`config.mk`:
```
export PLATFORM = sky130hd
export DESIGN_NAME = agc_ctrl
export DESIGN_NICKNAME = d
export VERILOG_FILES = /design/src/verilog/agc_pkg.sv /design/src/verilog/agc_cal_if.sv /design/src/verilog/agc_cal_seq.sv /design/src/verilog/agc_ctrl.sv
export SDC_FILE = /design/constraint.sdc
export NUM_CORES = 1
export LEC_CHECK = 0
export BUFFER_PORTS_ARGS = -buffer_cell sky130_fd_sc_hd__buf_2
export CAP_MARGIN = 0
export CORE_MARGIN = 3
export CORE_UTILIZATION = 50
export CTS_BUF_LIST = sky130_fd_sc_hd__clkbuf_2 sky130_fd_sc_hd__clkbuf_4 sky130_fd_sc_hd__clkbuf_8
export DETAILED_ROUTE_END_ITERATION = 7
export GPL_ROUTABILITY_DRIVEN = 0
export PLACE_DENSITY = 0.78
export SLEW_MARGIN = 15
export SYNTH_ARGS = -nofsm -noshare
export SYNTH_HDL_FRONTEND = slang
export SYNTH_SLANG_ARGS = --single-unit
```
`constraint.sdc`:
```
create_clock -name clock -period 2.2 [get_ports clock]
set_input_delay 0.33 -clock clock [delete_from_list [all_inputs] [get_ports clock]]
set_output_delay 0.33 -clock clock [all_outputs]
set_load 0.1 [all_outputs]
```
`src/verilog/agc_pkg.sv`:
```
// constants, field layouts and types for the converter front-end control block
// assumes one system clock; the sfr bus and the converter logic share it
//
// Contract
// RULE_01 - eight gain codes, unity to 128
// RULE_02 - offset trim: sign bit, seven-bit magnitude
// RULE_03 - full trim magnitude equals half input range
// RULE_04 - three-bit calibration command starts calibrations
// RULE_05 - seven periods each; offset-plus-gain takes fourteen
// RULE_06 - system offset: zero input, cancel offset
// RULE_07 - system gain: full-scale input, cancel gain
// RULE_08 - software writes offset trim after calibration
// RULE_09 - calibration done raises converter interrupt flag
// RULE_10 - software recalibrates after power-up or changes
// RULE_11 - fast, sinc2 or sinc3 filter selectable
// RULE_12 - auto: fast twice, then sinc2, then sinc3
// RULE_13 - software discards first result after switch
// RULE_14 - reference internal or external, power-up internal-high
// RULE_15 - internal reference level low or high
// RULE_16 - software disables unused internal reference
// RULE_17 - no normal results while calibration runs
package agc_pkg;

   // register addresses on the special function register bus
   localparam logic [7:0] ADDR_CTRL_ZERO = 8'hDC;
   localparam logic [7:0] ADDR_CTRL_ONE = 8'hDD;
   localparam logic [7:0] ADDR_OFFSET_TRIM = 8'hE6;

   // converter_control_zero fields
   localparam int C0_GAIN_LSB = 0;
   localparam int C0_BUFFER_BIT = 3;
   localparam int C0_REF_HIGH_BIT = 4;
   localparam int C0_REF_INT_EN_BIT = 5;
   localparam int C0_BURNOUT_BIT = 6;
   localparam int C0_REF_EXT_BIT = 7;
   // internal reference, enabled, higher level
   localparam logic [7:0] CTRL_ZERO_RESET = 8'h30;

   // converter_control_one fields
   localparam int C1_CAL_LSB = 0;
   localparam int C1_FILT_LSB = 5;
   localparam int C1_BUSY_BIT = 7;
   localparam logic [7:0] CTRL_ONE_RESET = 8'h00;

   // offset trim fields
   localparam int TRIM_SIGN_BIT = 7;
   localparam logic [7:0] OFFSET_TRIM_RESET = 8'h00;
   // magnitude that shifts the amplifier input by half its full-scale range
   localparam logic [6:0] TRIM_HALF_RANGE_MAG = 7'h7F;

   // calibration timing in conversion periods
   localparam logic [2:0] CAL_PERIODS = 3'h7;
   // conversions on the fast filter after a channel or gain change
   localparam logic [1:0] AUTO_FAST_CONVS = 2'h2;

   localparam logic [23:0] GAIN_CORR_RESET = 24'h7FFFFF;
   localparam logic [23:0] OFS_CORR_RESET = 24'h000000;

   typedef enum logic [2:0] {
      CAL_NONE = 3'h0,
      CAL_SELF_BOTH = 3'h1,
      CAL_SELF_OFS = 3'h2,
      CAL_SELF_GAIN = 3'h3,
      CAL_RSVD_4 = 3'h4,
      CAL_SYS_OFS = 3'h5,
      CAL_SYS_GAIN = 3'h6,
      CAL_RSVD_7 = 3'h7
   } agc_cal_cmd_t;

   typedef enum logic [1:0] {
      FILT_AUTO = 2'h0,
      FILT_FAST = 2'h1,
      FILT_SINC2 = 2'h2,
      FILT_SINC3 = 2'h3
   } agc_filt_t;

   // what the front-end input switches present to the modulator
   typedef enum logic [1:0] {
      CIN_EXTERNAL = 2'h0,
      CIN_SHORTED = 2'h1,
      CIN_REFERENCE = 2'h2
   } agc_cal_in_t;

endpackage

```
`src/verilog/agc_cal_if.sv`:
```
// signals between the control registers and the calibration sequencer
// assumes both ends run on the same system clock
`timescale 1ns/1ns
`default_nettype none
interface agc_cal_if;
   logic start;
   logic do_offset;
   logic do_gain;
   logic conv_done;
   logic busy;
   logic phase_gain;
   logic capture;
   logic done;

   modport ctl (output start, output do_offset, output do_gain, output conv_done,
      input busy, input phase_gain, input capture, input done);
   modport seq (input start, input do_offset, input do_gain, input conv_done,
      output busy, output phase_gain, output capture, output done);
endinterface
`default_nettype wire

```
`src/verilog/agc_cal_seq.sv`:
```
// calibration sequencer: counts conversion periods for offset then gain
// assumes conv_done pulses once per conversion period on the system clock
`timescale 1ns/1ns
`default_nettype none
module agc_cal_seq
   import agc_pkg::*;
(
   // clock and reset
   input wire logic clock,
   input wire logic reset_n,
   // control side
   agc_cal_if.seq cal
);

   typedef enum logic [1:0] {
      SEQ_IDLE,
      SEQ_OFFSET,
      SEQ_GAIN
   } agc_seq_state_t;

   agc_seq_state_t state_q;
   logic [2:0] periods_q;
   logic gain_next_q;
   logic last_period;

   assign last_period = cal.conv_done && (periods_q == CAL_PERIODS - 3'h1); // RULE_05

   always_ff @(posedge clock or negedge reset_n) begin
      if (!reset_n) begin
         state_q <= SEQ_IDLE;
         periods_q <= 3'h0;
         gain_next_q <= 1'b0;
      end else begin
         unique case (state_q)
            SEQ_IDLE: begin
               periods_q <= 3'h0;
               if (cal.start) begin
                  gain_next_q <= cal.do_offset && cal.do_gain;
                  state_q <= cal.do_offset ? SEQ_OFFSET : SEQ_GAIN;
               end
            end
            SEQ_OFFSET: begin
               if (last_period) begin
                  periods_q <= 3'h0;
                  // combined run chains into gain: fourteen periods in all
                  state_q <= gain_next_q ? SEQ_GAIN : SEQ_IDLE; // RULE_05
               end else if (cal.conv_done) begin
                  periods_q <= periods_q + 3'h1;
               end
            end
            SEQ_GAIN: begin
               gain_next_q <= 1'b0;
               if (last_period) begin
                  periods_q <= 3'h0;
                  state_q <= SEQ_IDLE;
               end else if (cal.conv_done) begin
                  periods_q <= periods_q + 3'h1;
               end
            end
         endcase
      end
   end

   assign cal.busy = (state_q != SEQ_IDLE);
   assign cal.phase_gain = (state_q == SEQ_GAIN);
   assign cal.capture = (state_q != SEQ_IDLE) && last_period;
   assign cal.done = last_period && ((state_q == SEQ_GAIN) || !gain_next_q);

endmodule
`default_nettype wire

```
`src/verilog/agc_ctrl.sv`:
```
// converter front-end control: gain, offset trim, calibration, filter, reference
// assumes sfr strobes, conversion strobes and channel-change pulses are on clock
`timescale 1ns/1ns
`default_nettype none
module agc_ctrl
   import agc_pkg::*;
(
   // clock and reset
   input wire logic clock,
   input wire logic reset_n,
   // special function register bus
   input wire logic [7:0] sfr_addr,
   input wire logic sfr_wr,
   input wire logic sfr_rd,
   input wire logic [7:0] sfr_wdata,
   output logic [7:0] sfr_rdata,
   // converter data path
   input wire logic conv_done,
   input wire logic [23:0] conv_data,
   input wire logic channel_changed,
   output logic result_valid,
   output logic [23:0] result_data,
   // converter interrupt flag
   input wire logic adc_flag_clr,
   output logic adc_flag,
   // analog front-end settings
   output logic [2:0] pga_gain_code,
   output logic buffer_en,
   output logic burnout_en,
   output logic vref_ext_sel,
   output logic vref_int_en,
   output logic vref_high,
   output logic trim_sign,
   output logic [6:0] trim_mag,
   output logic [1:0] cal_input_sel,
   // digital filter and corrections
   output logic [1:0] filter_sel,
   output logic [23:0] ofs_corr,
   output logic [23:0] gain_corr,
   output logic cal_busy
);

   agc_cal_if cal_bus ();

   logic [7:0] ctrl_zero_q;
   logic [1:0] filt_mode_q;
   logic [2:0] cal_cmd_q;
   logic [7:0] trim_q;
   logic [7:0] rdata_q;
   logic flag_q;
   logic [1:0] settle_q;
   logic [1:0] filter_q;
   logic [1:0] cal_in_q;
   logic [23:0] ofs_corr_q;
   logic [23:0] gain_corr_q;
   logic valid_q;
   logic [23:0] result_q;
   logic start_q;
   logic do_ofs_q;
   logic do_gain_q;
   logic system_q;
   logic cal_busy_q;

   logic wr_zero;
   logic wr_one;
   logic wr_trim;
   logic gain_changed;
   logic cmd_legal;
   logic [23:0] corrected;

   assign wr_zero = sfr_wr && (sfr_addr == ADDR_CTRL_ZERO);
   assign wr_one = sfr_wr && (sfr_addr == ADDR_CTRL_ONE);
   assign wr_trim = sfr_wr && (sfr_addr == ADDR_OFFSET_TRIM);
   assign gain_changed = wr_zero &&
      (sfr_wdata[C0_GAIN_LSB +: 3] != ctrl_zero_q[C0_GAIN_LSB +: 3]);

   // reserved codes are not started; they are stored but leave the block idle
   always_comb begin
      unique case (agc_cal_cmd_t'(sfr_wdata[C1_CAL_LSB +: 3]))
         CAL_SELF_BOTH, CAL_SELF_OFS, CAL_SELF_GAIN,
         CAL_SYS_OFS, CAL_SYS_GAIN: cmd_legal = 1'b1;
         CAL_NONE, CAL_RSVD_4, CAL_RSVD_7: cmd_legal = 1'b0;
      endcase
   end

   // converter_control_zero: gain, buffer, burnout, reference controls
   always_ff @(posedge clock or negedge reset_n) begin
      if (!reset_n) begin
         ctrl_zero_q <= CTRL_ZERO_RESET; // RULE_14
      end else if (wr_zero) begin
         ctrl_zero_q <= sfr_wdata; // RULE_01 RULE_15
      end
   end

   // converter_control_one: filter mode and calibration command
   always_ff @(posedge clock or negedge reset_n) begin
      if (!reset_n) begin
         filt_mode_q <= FILT_AUTO;
         cal_cmd_q <= CAL_NONE;
      end else begin
         if (wr_one) begin
            filt_mode_q <= sfr_wdata[C1_FILT_LSB +: 2]; // RULE_11
         end
         // a new command is refused while a calibration is running
         if (wr_one && !cal_bus.busy && !start_q) begin
            cal_cmd_q <= sfr_wdata[C1_CAL_LSB +: 3]; // RULE_04
         end else if (cal_bus.done) begin
            cal_cmd_q <= CAL_NONE;
         end
      end
   end

   // offset trim: sign in the top bit, magnitude below
   always_ff @(posedge clock or negedge reset_n) begin
      if (!reset_n) begin
         trim_q <= OFFSET_TRIM_RESET;
      end else if (wr_trim) begin
         trim_q <= sfr_wdata; // RULE_02
      end
   end

   // calibration launch, decoded once per accepted command
   always_ff @(posedge clock or negedge reset_n) begin
      if (!reset_n) begin
         start_q <= 1'b0;
         do_ofs_q <= 1'b0;
         do_gain_q <= 1'b0;
         system_q <= 1'b0;
      end else begin
         start_q <= wr_one && !cal_bus.busy && !start_q && cmd_legal; // RULE_04
         if (wr_one && !cal_bus.busy && !start_q) begin
            unique case (agc_cal_cmd_t'(sfr_wdata[C1_CAL_LSB +: 3]))
               CAL_SELF_BOTH: begin
                  do_ofs_q <= 1'b1;
                  do_gain_q <= 1'b1;
                  system_q <= 1'b0;
               end
               CAL_SELF_OFS: begin
                  do_ofs_q <= 1'b1;
                  do_gain_q <= 1'b0;
                  system_q <= 1'b0;
               end
               CAL_SELF_GAIN: begin
                  do_ofs_q <= 1'b0;
                  do_gain_q <= 1'b1;
                  system_q <= 1'b0;
               end
               CAL_SYS_OFS: begin
                  do_ofs_q <= 1'b1;
                  do_gain_q <= 1'b0;
                  system_q <= 1'b1;
               end
               CAL_SYS_GAIN: begin
                  do_ofs_q <= 1'b0;
                  do_gain_q <= 1'b1;
                  system_q <= 1'b1;
               end
               CAL_NONE, CAL_RSVD_4, CAL_RSVD_7: begin
                  do_ofs_q <= 1'b0;
                  do_gain_q <= 1'b0;
                  system_q <= 1'b0;
               end
            endcase
         end
      end
   end

   assign cal_bus.start = start_q;
   assign cal_bus.do_offset = do_ofs_q;
   assign cal_bus.do_gain = do_gain_q;
   assign cal_bus.conv_done = conv_done;

   agc_cal_seq u_seq (
      .clock(clock),
      .reset_n(reset_n),
      .cal(cal_bus.seq)
   );

   // input switches: system runs measure the pins, self runs use internal nodes
   always_ff @(posedge clock or negedge reset_n) begin
      if (!reset_n) begin
         cal_in_q <= CIN_EXTERNAL;
      end else if (cal_bus.busy && !cal_bus.done && !system_q) begin
         cal_in_q <= cal_bus.phase_gain ? CIN_REFERENCE : CIN_SHORTED;
      end else begin
         cal_in_q <= CIN_EXTERNAL; // RULE_06 RULE_07
      end
   end

   // corrections: last conversion of each phase is the measurement
   always_ff @(posedge clock or negedge reset_n) begin
      if (!reset_n) begin
         ofs_corr_q <= OFS_CORR_RESET;
         gain_corr_q <= GAIN_CORR_RESET;
      end else if (cal_bus.capture) begin
         if (cal_bus.phase_gain) begin
            // full-scale reading net of offset; back end divides by it
            gain_corr_q <= conv_data + ofs_corr_q; // RULE_07
         end else begin
            // trim offset is measured too, so calibration cancels it
            ofs_corr_q <= 24'h000000 - conv_data; // RULE_06
         end
      end
   end

   // auto filter: count conversions since the last channel or gain change
   always_ff @(posedge clock or negedge reset_n) begin
      if (!reset_n) begin
         settle_q <= 2'h0;
      end else if (channel_changed || gain_changed) begin
         settle_q <= 2'h0; // RULE_12
      end else if (conv_done && settle_q != 2'h3) begin
         settle_q <= settle_q + 2'h1;
      end
   end

   always_ff @(posedge clock or negedge reset_n) begin
      if (!reset_n) begin
         filter_q <= FILT_FAST;
      end else if (filt_mode_q != FILT_AUTO) begin
         filter_q <= filt_mode_q; // RULE_11
      end else if (settle_q < AUTO_FAST_CONVS) begin
         filter_q <= FILT_FAST; // RULE_12
      end else if (settle_q == AUTO_FAST_CONVS) begin
         filter_q <= FILT_SINC2;
      end else begin
         filter_q <= FILT_SINC3;
      end
   end

   // normal results are withheld for the whole calibration run
   assign corrected = conv_data + ofs_corr_q;

   always_ff @(posedge clock or negedge reset_n) begin
      if (!reset_n) begin
         valid_q <= 1'b0;
         result_q <= 24'h000000;
      end else begin
         valid_q <= conv_done && !cal_bus.busy && !start_q; // RULE_17
         if (conv_done && !cal_bus.busy && !start_q) begin
            result_q <= corrected;
         end
      end
   end

   // busy held in a flop: next value of start plus sequencer state, so no gate on the pin
   always_ff @(posedge clock or negedge reset_n) begin
      if (!reset_n) begin
         cal_busy_q <= 1'b0;
      end else begin
         cal_busy_q <= (wr_one && !cal_bus.busy && !start_q && cmd_legal) || start_q ||
            (cal_bus.busy && !cal_bus.done); // RULE_17
      end
   end

   // shared converter flag: set by results and by calibration end; set wins
   always_ff @(posedge clock or negedge reset_n) begin
      if (!reset_n) begin
         flag_q <= 1'b0;
      end else if (cal_bus.done) begin
         flag_q <= 1'b1; // RULE_09
      end else if (conv_done && !cal_bus.busy && !start_q) begin
         flag_q <= 1'b1;
      end else if (adc_flag_clr) begin
         flag_q <= 1'b0;
      end
   end

   // read data registered; unmapped addresses read zero
   always_ff @(posedge clock or negedge reset_n) begin
      if (!reset_n) begin
         rdata_q <= 8'h00;
      end else if (sfr_rd) begin
         unique case (sfr_addr)
            ADDR_CTRL_ZERO: rdata_q <= ctrl_zero_q;
            ADDR_CTRL_ONE: rdata_q <= {cal_bus.busy || start_q, filt_mode_q, 2'h0, cal_cmd_q};
            ADDR_OFFSET_TRIM: rdata_q <= trim_q;
            default: rdata_q <= 8'h00;
         endcase
      end
   end

   // analog settings straight from register flops
   assign pga_gain_code = ctrl_zero_q[C0_GAIN_LSB +: 3]; // RULE_01
   assign buffer_en = ctrl_zero_q[C0_BUFFER_BIT];
   assign burnout_en = ctrl_zero_q[C0_BURNOUT_BIT];
   assign vref_ext_sel = ctrl_zero_q[C0_REF_EXT_BIT]; // RULE_14
   assign vref_int_en = ctrl_zero_q[C0_REF_INT_EN_BIT];
   assign vref_high = ctrl_zero_q[C0_REF_HIGH_BIT]; // RULE_15
   // the analog trim step is sized so TRIM_HALF_RANGE_MAG is half input range
   assign trim_sign = trim_q[TRIM_SIGN_BIT]; // RULE_02
   assign trim_mag = trim_q[6:0]; // RULE_03

   assign sfr_rdata = rdata_q;
   assign result_valid = valid_q;
   assign result_data = result_q;
   assign adc_flag = flag_q;
   assign cal_input_sel = cal_in_q;
   assign filter_sel = filter_q;
   assign ofs_corr = ofs_corr_q;
   assign gain_corr = gain_corr_q;
   assign cal_busy = cal_busy_q;

endmodule
`default_nettype wire

```
==> reports/metrics.yaml, run 1 <==
critical_path:
  critPathMaxFanout: 5
  r2r_start: "ofs_corr[7]$_DFFE_PN0P_"
  rr_endpoint: "gain_corr[22]$_DFFE_PN1P_"
  reg2regPathDepth: 9
  endpoint_kind: "register"
  endpoint: "gain_corr[22]$_DFFE_PN1P_"
  critPathLaunch: "ofs_corr[7]$_DFFE_PN0P_"
  arrival_ns: 2.84
  critical_path.startpoint_type: "register"
  reg2reg_slack_ns: -0.27
  cp.required_ns: 2.56
  critical_path_class: "register to register"
placed_design:
  portBuffers: 149
  placed_cell_area_um2: 8040
  dp_hpwl_um: 13600
  dpl_worst_slack_ns: -0.454
clock_network:
  clkTransAtPathRegs_ns: 0.08
  clk_latency_ns: 0.46
  cts_buffer_depth: 2
  cts_tree: "yes"
  cts_max_level: 4
  cts_buffers: 17
  root_buffer: "clkbuf_8"
  cts_num_sinks: 120
global_route:
  antenna_found_initial: 0
  grt_start_max_net_pins: 48
  grt.total_usage: 0.287
  grt_pass1_wl_um: 32100
  grt_overflow: 0
  grt_pass1_vias: 6367
route:
  wl_met1_um: 8030
  drt-initial-drc-count: 622
  wirelength_um: 21500
  top_layer_used: "met4"
  wl_per_cell_um: 20.1
  wl_met3_um: 1790
  dr.pass1.iters: 8
  routed_via_density: 6.00
  drc: 0
  drtAntennaViolNets: 0
  wl_met2_um: 10300
  vias: 6413
timing:
  whs_ns: 0.122
  maxSlewHeadroom: 0.475
  hold_viol_final: 0
  slew_violations: 0
  setup_tns_ns: -3.96
  setup_viol: 30
  setup_ws_ns: -0.273
  rsz0062_at_grt: "true"
  worst_pin_slew_ns: 0.779
  timing.fmax_mhz: 404
  finClkSkew_ns: 0.0144
  finalCritPeriodShare: 1.12
  fin_crit_ns: 2.47
yosys:
  yosys.area_share.simple: 0.150
  synth-edff-count: 0
  ys_ff_latch: 120
  async_flop_share: 1.00
  netlist_area_um2: 6320
  synth_top_family_by_area: "compound AO/OA/AOI/OAI gates"
  syn_inst: 655
  synth_nets: 737
  synthAdderAreaFrac: 0.0705
  synthXorXnorAreaFrac: 0.0610
  yosysUniqueCellTypes: 51
  synth_compound_area_frac: 0.161
  avgSynthCellArea_um2: 9.65
  synth_seq_area_share: 0.480
  ys.flop_type: "dfrtp_1"
  yosys_warnings: 0
  synthMuxAreaShare: 0.0433
floorplanning:
  start_util: 0.520
  rows: 40
  io_pins: 150
  die_x_um: 118
  die_y_um: 118
  dieArea_um2: 14000
  fp.coreArea_um2: 12200
layout:
  stdcell_area_um2: 9000
  antenna_cells: 0
  area_delta_synth_final_pct: 42.4
  nets: 970
  drive_above_1_share: 0.458
run_status:
  status: "complete, but fails checks"
  violations: "negative setup slack"
power:
  power_density_nw_per_um2: 1290
  p_leak_nw: 4.38
  irDropWorstVdd_mv: 0.872
flow_run:
  maxCapViolCount: 0
worst_hold_path:
  min_path_cells: 2
  hp-class: "primary input to register"
## power breakdown
part	switching [mW]	leakage, nW	total, mW	internal, mW
clock	0.904	0.238	2.36	1.45
sequential	0.350	1.48	3.17	2.82
combinational	4.82	2.66	6.11	1.29
total	6.08	4.38	11.6	5.56
## synthesized netlist by cell type (all sizes together), types with 8 or more instances
cell | instances | area [um2]
o22ai | 8 | 50.1
xnor2 | 17 | 149
nor2 | 30 | 113
nor3 | 14 | 75.1
ha | 34 | 425
dfrtp | 94 | 2350
o21ai | 87 | 435
xor2 | 27 | 236
nand3 | 8 | 40.0
clkbuf | 29 | 109
a21oi | 25 | 125
inv | 26 | 97.6
a21o | 8 | 60.1
nand2 | 107 | 402
dfstp | 26 | 683
mux2 | 19 | 214
## cells in the final DEF (no fill, tap or decap), drive strengths merged, types with 5 or more instances in the layout
master | netlist | final
nor2 | 30 | 30
nand2b | 5 | 5
a222oi | 6 | 6
xor2 | 27 | 27
or4 | 6 | 6
buf | 1 | 243
nand3 | 8 | 8
mux2i | 6 | 6
o21ai | 87 | 87
dfstp | 26 | 26
nor3 | 14 | 14
ha | 34 | 34
nand4 | 5 | 5
a21o | 8 | 8
xnor2 | 17 | 17
bufinv | 0 | 5
o31ai | 6 | 6
o22ai | 8 | 8
nand2 | 107 | 107
a21oi | 25 | 25
clkbuf | 29 | 23
dfrtp | 94 | 94
mux2 | 19 | 19
inv | 26 | 26
nor4 | 5 | 5
a31oi | 6 | 6
## per-stage QoR
stage / power, mW / utilization / std cells
after floorplan: 7.59 / - / 655
after global placement: 8.70 / 0.661 / 1028
after detailed placement: 8.85 / 0.661 / 1028
after CTS: 11.4 / 0.719 / 1070
after global routing: 12.1 / 0.740 / 1069
final: 11.6 / 0.740 / 1069
## repair_timing
item,4_1_cts,5_1_grt
endpoints found under the setup margin,31,40
endpoints found under the hold margin,25,0
buffers inserted,9,3
hold buffers,1,0
pin swaps,18,28
resized for setup,39,49
## flip-flops by register name (all words and copies together) (netlist names), 3 cells and up
| register | cells |
|---|---|
| cal_cmd_q | 3 |
| ctrl_zero_q | 8 |
| gain_corr | 24 |
| ofs_corr | 24 |
| result_data | 24 |
| sfr_rdata | 8 |
| trim_q | 8 |
| u_seq.periods_q | 3 |
## routing by layer
layer / up-vias / global-route usage
li1: 2774 / -
met1: 3084 / 0.349
met2: 413 / 0.466
met3: 142 / 0.0737
met4: 0 / 0.159
met5: - / 0
## how the worst min path moves through the flow
stage | startpoint | endpoint | slack (ns)
final | sfr_wdata[4] | trim_q[4]$_DFFE_PN0P_ | 0.12
after global routing | sfr_wdata[4] | trim_q[4]$_DFFE_PN0P_ | 0.09
after CTS | sfr_wdata[4] | trim_q[4]$_DFFE_PN0P_ | 0.11
after detailed placement | reset_n | result_data[8]$_DFFE_PN0P_ | 0.36
after global placement | reset_n | result_data[8]$_DFFE_PN0P_ | 0.35
after floorplan | reset_n | adc_flag$_DFFE_PN0P_ | 0.03
## layout make-up
cell class | instances | area [um2]
multi-input cells | 479 | 3620
well taps | 168 | 210
fillers | 783 | 3160
clock inverters | 9 | 173
flip-flops and latches | 120 | 3090
repair buffers | 244 | 1520
inverters | 26 | 97.6
clock buffers | 23 | 292
## critical path: stages (launching register included)
cell       delay, ns
dfrtp_4         0.48
ha_1            0.33
buf_4           0.15
o211ai_1        0.14
nor2_1          0.22
o21ai_2         0.12
a21boi_4        0.29
o2111ai_2       0.15
and4_1          0.20
o31ai_1         0.28
## cell families after synthesis
logic type,count (synthesis)
and+or+nand+nor,203
buffers and inverters,56
DFF,120
adders and majority gates,35
AOI/OAI and AO/OA,172
xor gates and xnor gates,44
muxes,25
Power figures use the tool's default switching activity.
==> run 2, diff against run 1 <==
- PLACE_DENSITY: 0.78 -> 0.75
- clock period: 2.2 -> 2.4 ns (I/O delays scaled with it)
==> reports/metrics.yaml, run 2 (same netlist as run 1, synthesis figures left out) <==
run_status:
  status: "completed"
timing:
  setup_tns_ns: 0
  maxSlewHeadroom: 0.512
  fin_crit_ns: 2.33
  worst_pin_slew_ns: 0.724
  slew_violations: 0
  finClkSkew_ns: 0.00937
  timing.fmax_mhz: 428
  setup_viol: 0
  rsz0062_at_grt: "true"
  finalCritPeriodShare: 0.973
  setup_ws_ns: 0.0652
  hold_viol_final: 0
  whs_ns: 0.162
critical_path:
  cp.required_ns: 2.73
  critPathMaxFanout: 4
  arrival_ns: 2.67
  endpoint_kind: "register"
  critical_path.startpoint_type: "register"
  r2r_start: "ofs_corr[4]$_DFFE_PN0P_"
  crit_chain: "ha_1, a21oi_2, o31ai_2, o2111a_2, nand2b_4, a211o_1, mux2i_1, nand2_1"
  slowest_stage: "dfrtp_4"
  critPathLaunch: "ofs_corr[4]$_DFFE_PN0P_"
  critical_path_class: "register to register"
  max_stage_delay_ns: 0.47
clock_network:
  clkTransAtPathRegs_ns: 0.07
  root_buffer: "clkbuf_8"
  cts_tree: "yes"
  cts_max_level: 4
  cts_buffer_depth: 2
  cts_num_sinks: 120
  cts_buffers: 17
  post_cts.repair.setup_buffers: 0
  clk_latency_ns: 0.45
power:
  p_total_mw: 9.79
  pwr-share-comb: 0.524
  p_leak_nw: 4.10
  irDropWorstVdd_mv: 1.12
  clkPwrFrac: 0.183
  p_sw_mw: 5.30
  seq_power_share: 0.293
  p_sw_frac: 0.541
  power_density_nw_per_um2: 1180
  intPower_mw: 4.49
floorplanning:
  rows: 40
  start_util: 0.520
  fp.coreArea_um2: 12200
  dieArea_um2: 14000
  die_y_um: 118
  die_x_um: 118
  io_pins: 150
layout:
  fillerInstances: 926
  stdcell_area_um2: 8280
  drive_above_1_share: 0.383
  area_delta_synth_final_pct: 31.0
  fin_util: 0.681
  layout_commonest_cell: "buf_2"
  mostFrequentLayoutCells: "148 x buf_2, 107 x nand2_1, 78 x o21ai_0"
  nets: 939
  final_cells: 1040
global_route:
  antenna_found_initial: 1
  grt_overflow: 0
  grt_pass1_wl_um: 28600
  grt.total_usage: 0.253
  grt_start_max_net_pins: 52
  grt_pass1_vias: 5901
placed_design:
  placed_cell_area_um2: 7740
  dp_hpwl_um: 13200
  portBuffers: 149
  dpl_worst_slack_ns: -0.309
  dp.cells: 1005
worst_hold_path:
  hp-start: "sfr_wdata[4]"
  hp-class: "primary input to register"
route:
  dr.pass1.iters: 7
  drc: 0
  vias: 5751
  wl_per_cell_um: 17.0
  wirelength_um: 17700
  drt-initial-drc-count: 396
  routed_via_density: 5.53
  drtAntennaViolNets: 0
flow_run:
  maxCapViolCount: 0
==> run 2: cell count changes in the layout (fill, tap and decap cells not counted), moves of 6 or more <==
cell / previous run / this run
ha_4: 9 / 3
ha_1: 25 / 31
o21ai_1: 14 / 6
buf_4: 91 / 61
o21ai_2: 12 / 3
o21ai_0: 60 / 78
xnor2_1: 11 / 17
==> run 2: power by group through the flow <==
| stage | Clock, mW | Combinational (mW) | Sequential (mW) |
|---|---|---|---|
| 2_1_floorplan | 0 | 0.998 | 5.89 |
| 3_3_place_gp | 0 | 4.97 | 2.88 |
| 3_5_place_dp | 0 | 5.06 | 2.89 |
| 4_1_cts | 1.82 | 5.07 | 2.87 |
| 5_1_grt | 1.92 | 5.37 | 2.93 |
| 6_report | 1.79 | 5.13 | 2.87 |
==> run 2: final timing paths <==
path	slack (ns)	to	cells after the start
setup / recovery	0.07	result_data[23]$_DFFE_PN0P_	8
hold / removal	0.16	trim_q[4]$_DFFE_PN0P_	2
setup reg to reg	0.07	result_data[23]$_DFFE_PN0P_	8
max in group asynchronous	1.27	gain_corr[22]$_DFFE_PN1P_	3
hold reg to reg	0.46	cal_input_sel[1]$_DFF_PN0_	1
min in group asynchronous	0.37	result_data[12]$_DFFE_PN0P_	2
==> run 2: layer usage <==
layer | global-route usage | vias up | wire [um]
met2 | 0.426 | 203 | 8860
met1 | 0.311 | 2788 | 7310
met4 | 0.114 | 0 | 567
met3 | 0.0569 | 49 | 935
met5 | 0 | - | 0
li1 | - | 2711 | -
==> run 2: final cells by class <==
cell class	count	area [um2]	area share
antenna	2	5.00	0.000604
clock buffer	22	303	0.0366
clock inverter	10	93.8	0.0113
inverter	26	97.6	0.0118
multi-input combinational	479	3230	0.390
sequential	120	3080	0.372
tap	168	210	0.0254
timing repair buffer	213	1270	0.153
==> run 2: critical path, delay by kind of cell, from the launching register on <==
| kind | cells | cell delay [ns] |
|---|---|---|
| AO/OA/AOI/OAI | 4 | 0.99 |
| flip-flops | 1 | 0.47 |
| AND/OR/NAND/NOR | 2 | 0.24 |
| adder cells (fa/ha/maj) | 1 | 0.33 |
| multiplexers | 1 | 0.18 |
==> run 2: timing repair <==
action,in CTS,in global routing
hold endpoints to repair,17,0
endpoints found under the setup margin,17,29
gates resized for setup,5,25
pin swaps,1,10
hold buffers,1,0
==> run 3, diff against run 2 <==
- ABC_AREA: unset -> 1
- BUFFER_PORTS_ARGS: -buffer_cell sky130_fd_sc_hd__buf_2 -> -buffer_cell sky130_fd_sc_hd__buf_4
- PLACE_DENSITY: 0.75 -> 0.74
- SKIP_LAST_GASP: unset -> 1
==> reports/metrics.yaml, run 3 <==
layout:
  antenna_cells: 0
  drive_above_1_share: 0.221
  layout_commonest_cell: "nand2_1"
  final_cells: 1341
  nets: 1230
  stdcell_area_um2: 9060
  mostFrequentLayoutCells: "365 x nand2_1, 154 x buf_4, 127 x inv_1"
  area_delta_synth_final_pct: 24.6
clock_network:
  root_buffer: "clkbuf_8"
  cts_resized: 0
  cts_buffer_depth: 2
  cts_buffers: 17
  cts_tree: "yes"
  cts_num_sinks: 120
  clk_latency_ns: 0.46
  clkTransAtPathRegs_ns: 0.09
  cts_max_level: 4
yosys:
  synth_seq_area_share: 0.417
  yosys-top-cells-area: "dfrtp_1 32%, nand2_1 19%, dfstp_2 9.4%"
  yosys.area.top_type_share: 0.324
  synth-edff-count: 0
  ys_ff_latch: 120
  ys.flop_type: "dfrtp_1"
  syn_inst: 987
  yosys.area.top_type: "dfrtp_1"
  yosysMostFrequentCell: "nand2_1"
  synth_nets: 1069
  avgSynthCellArea_um2: 7.37
  async_flop_share: 1.00
  yosys_warnings: 0
  yosysUniqueCellTypes: 46
  netlist_area_um2: 7270
  ys_top_cells_by_count: "365 x nand2_1, 127 x inv_1, 94 x dfrtp_1"
placed_design:
  dpl_worst_slack_ns: 0.322
  portBuffers: 149
  dp_hpwl_um: 15100
  placed_cell_area_um2: 8600
  dp.cells: 1308
floorplanning:
  rows: 43
  dieArea_um2: 16000
  die_y_um: 127
  io_pins: 150
  die_x_um: 127
  fp.coreArea_um2: 14000
  start_util: 0.518
flow_run:
  maxCapViolCount: 0
timing:
  rsz0062_at_grt: "false"
  fin_crit_ns: 2.00
  hold_viol_final: 0
  setup_tns_ns: 0
  finClkSkew_ns: 0.0216
  slew_violations: 0
  setup_viol: 0
  finalCritPeriodShare: 0.831
  setup_ws_ns: 0.405
  timing.fmax_mhz: 501
  maxSlewHeadroom: 0.594
  worst_pin_slew_ns: 0.608
power:
  p_leak_nw: 4.95
  p_total_mw: 11.4
  power_density_nw_per_um2: 1260
  irDropWorstVdd_mv: 0.997
global_route:
  antenna_found_initial: 0
  grt_pass1_vias: 6768
  grt_pass1_wl_um: 32700
  grt_start_max_net_pins: 47
  grt.total_usage: 0.251
  grt_overflow: 0
route:
  vias: 6873
  wl_met2_um: 9620
  dr.pass1.iters: 5
  routed_via_density: 5.13
  wl_met1_um: 8220
  drc: 0
  wirelength_um: 19400
  drtAntennaViolNets: 0
  top_layer_used: "met4"
  drt-initial-drc-count: 374
  wl_met3_um: 1130
  wl_per_cell_um: 14.5
critical_path:
  slowest_stage: "fa_1"
  critical_path_class: "register to register"
  reg2reg_slack_ns: 0.40
  critical_path.startpoint_type: "register"
  critPathMaxFanout: 5
  max_stage_delay_ns: 0.42
  crit_chain: "ha_1, fa_1, nand3_1, nand3_1, nand2_1, nand2_1, nand3_1, nand3b_1, nand3_1, nand2_1"
  cp.required_ns: 2.76
  cp_common_cell: "nand3_1"
  arrival_ns: 2.36
  endpoint_kind: "register"
worst_hold_path:
  hp-class: "primary input to register"
run_status:
  status: "completed"
[run 3: changes by cell type after synthesis, moves of 10 or more]
cell | before | now
inv_1 | 26 | 127
o21ai_0 | 84 | 32
nor2_1 | 30 | 55
o21ai_1 | 3 | 19
clkbuf_1 | 29 | 1
xor2_1 | 27 | 12
nand3_1 | 8 | 80
nand2_1 | 107 | 365
mux2_2 | 19 | 4
xnor2_1 | 17 | 7
[run 3: cells by family after synthesis]
family	synth area share
mux	0.00619
xor+xnor	0.0229
simple gates	0.336
buf+inv	0.0824
compound gates	0.0742
flops	0.417
fa+ha+maj	0.0613
[run 3: per-stage QoR]
| step | util | hold slack, ns |
|---|---|---|
| 2_1_floorplan | - | 0.0644 |
| 3_3_place_gp | 0.613 | 0.403 |
| 3_5_place_dp | 0.613 | 0.403 |
| 4_1_cts | 0.645 | 0.0921 |
| 5_1_grt | 0.645 | 0.110 |
| 6_report | 0.645 | 0.105 |
[run 3: area by class of cell]
cell class              count  area, um2
flip-flops and latches    120       3040
fillers                  1264       4990
multi-input cells         716       3640
inverters                 136        510
repair buffers            157       1210
clock inverters            14        195
well taps                 180        225
clock buffers              18        248
[run 3: power by group]
part	switching (mW)	leakage [nW]	total [mW]	internal, mW
registers	0.383	1.49	2.91	2.53
logic	4.98	3.23	6.42	1.44
clock network	0.910	0.224	2.08	1.17
total	6.27	4.95	11.4	5.14
[run 3: timing repair]
item / 4_1_cts / 5_1_grt
endpoints found under the hold margin: 26 / 0
setup buffers: 0 / 0
hold buffers: 1 / 0
[run 3: path summary, 6_finish.rpt]
path                                    startpoint                     endpoint  cells past startpoint
max reg2reg                ofs_corr[0]$_DFFE_PN0P_  result_data[16]$_DFFE_PN0P_                     10
min                                   adc_flag_clr         adc_flag$_DFFE_PN0P_                      2
max                        ofs_corr[0]$_DFFE_PN0P_  result_data[16]$_DFFE_PN0P_                     10
min in group asynchronous                  reset_n      ofs_corr[3]$_DFFE_PN0P_                      2
min reg2reg                   system_q$_DFFE_PN0P_   cal_input_sel[0]$_DFF_PN0_                      1
max in group asynchronous                  reset_n    gain_corr[18]$_DFFE_PN1P_                      3
[run 3: worst max-delay path, delay by kind of cell (launching register included)]
family	cells	cell delay (ns)
simple gates	8	0.81
fa+ha+maj	2	0.69
flops	1	0.41
[run 3: per-layer routing]
layer  vias to the layer above  GRT usage
met1                      3195      0.312
met3                        38     0.0606
li1                       3454          -
met4                         0     0.0852
met5                         -          0
met2                       186      0.430
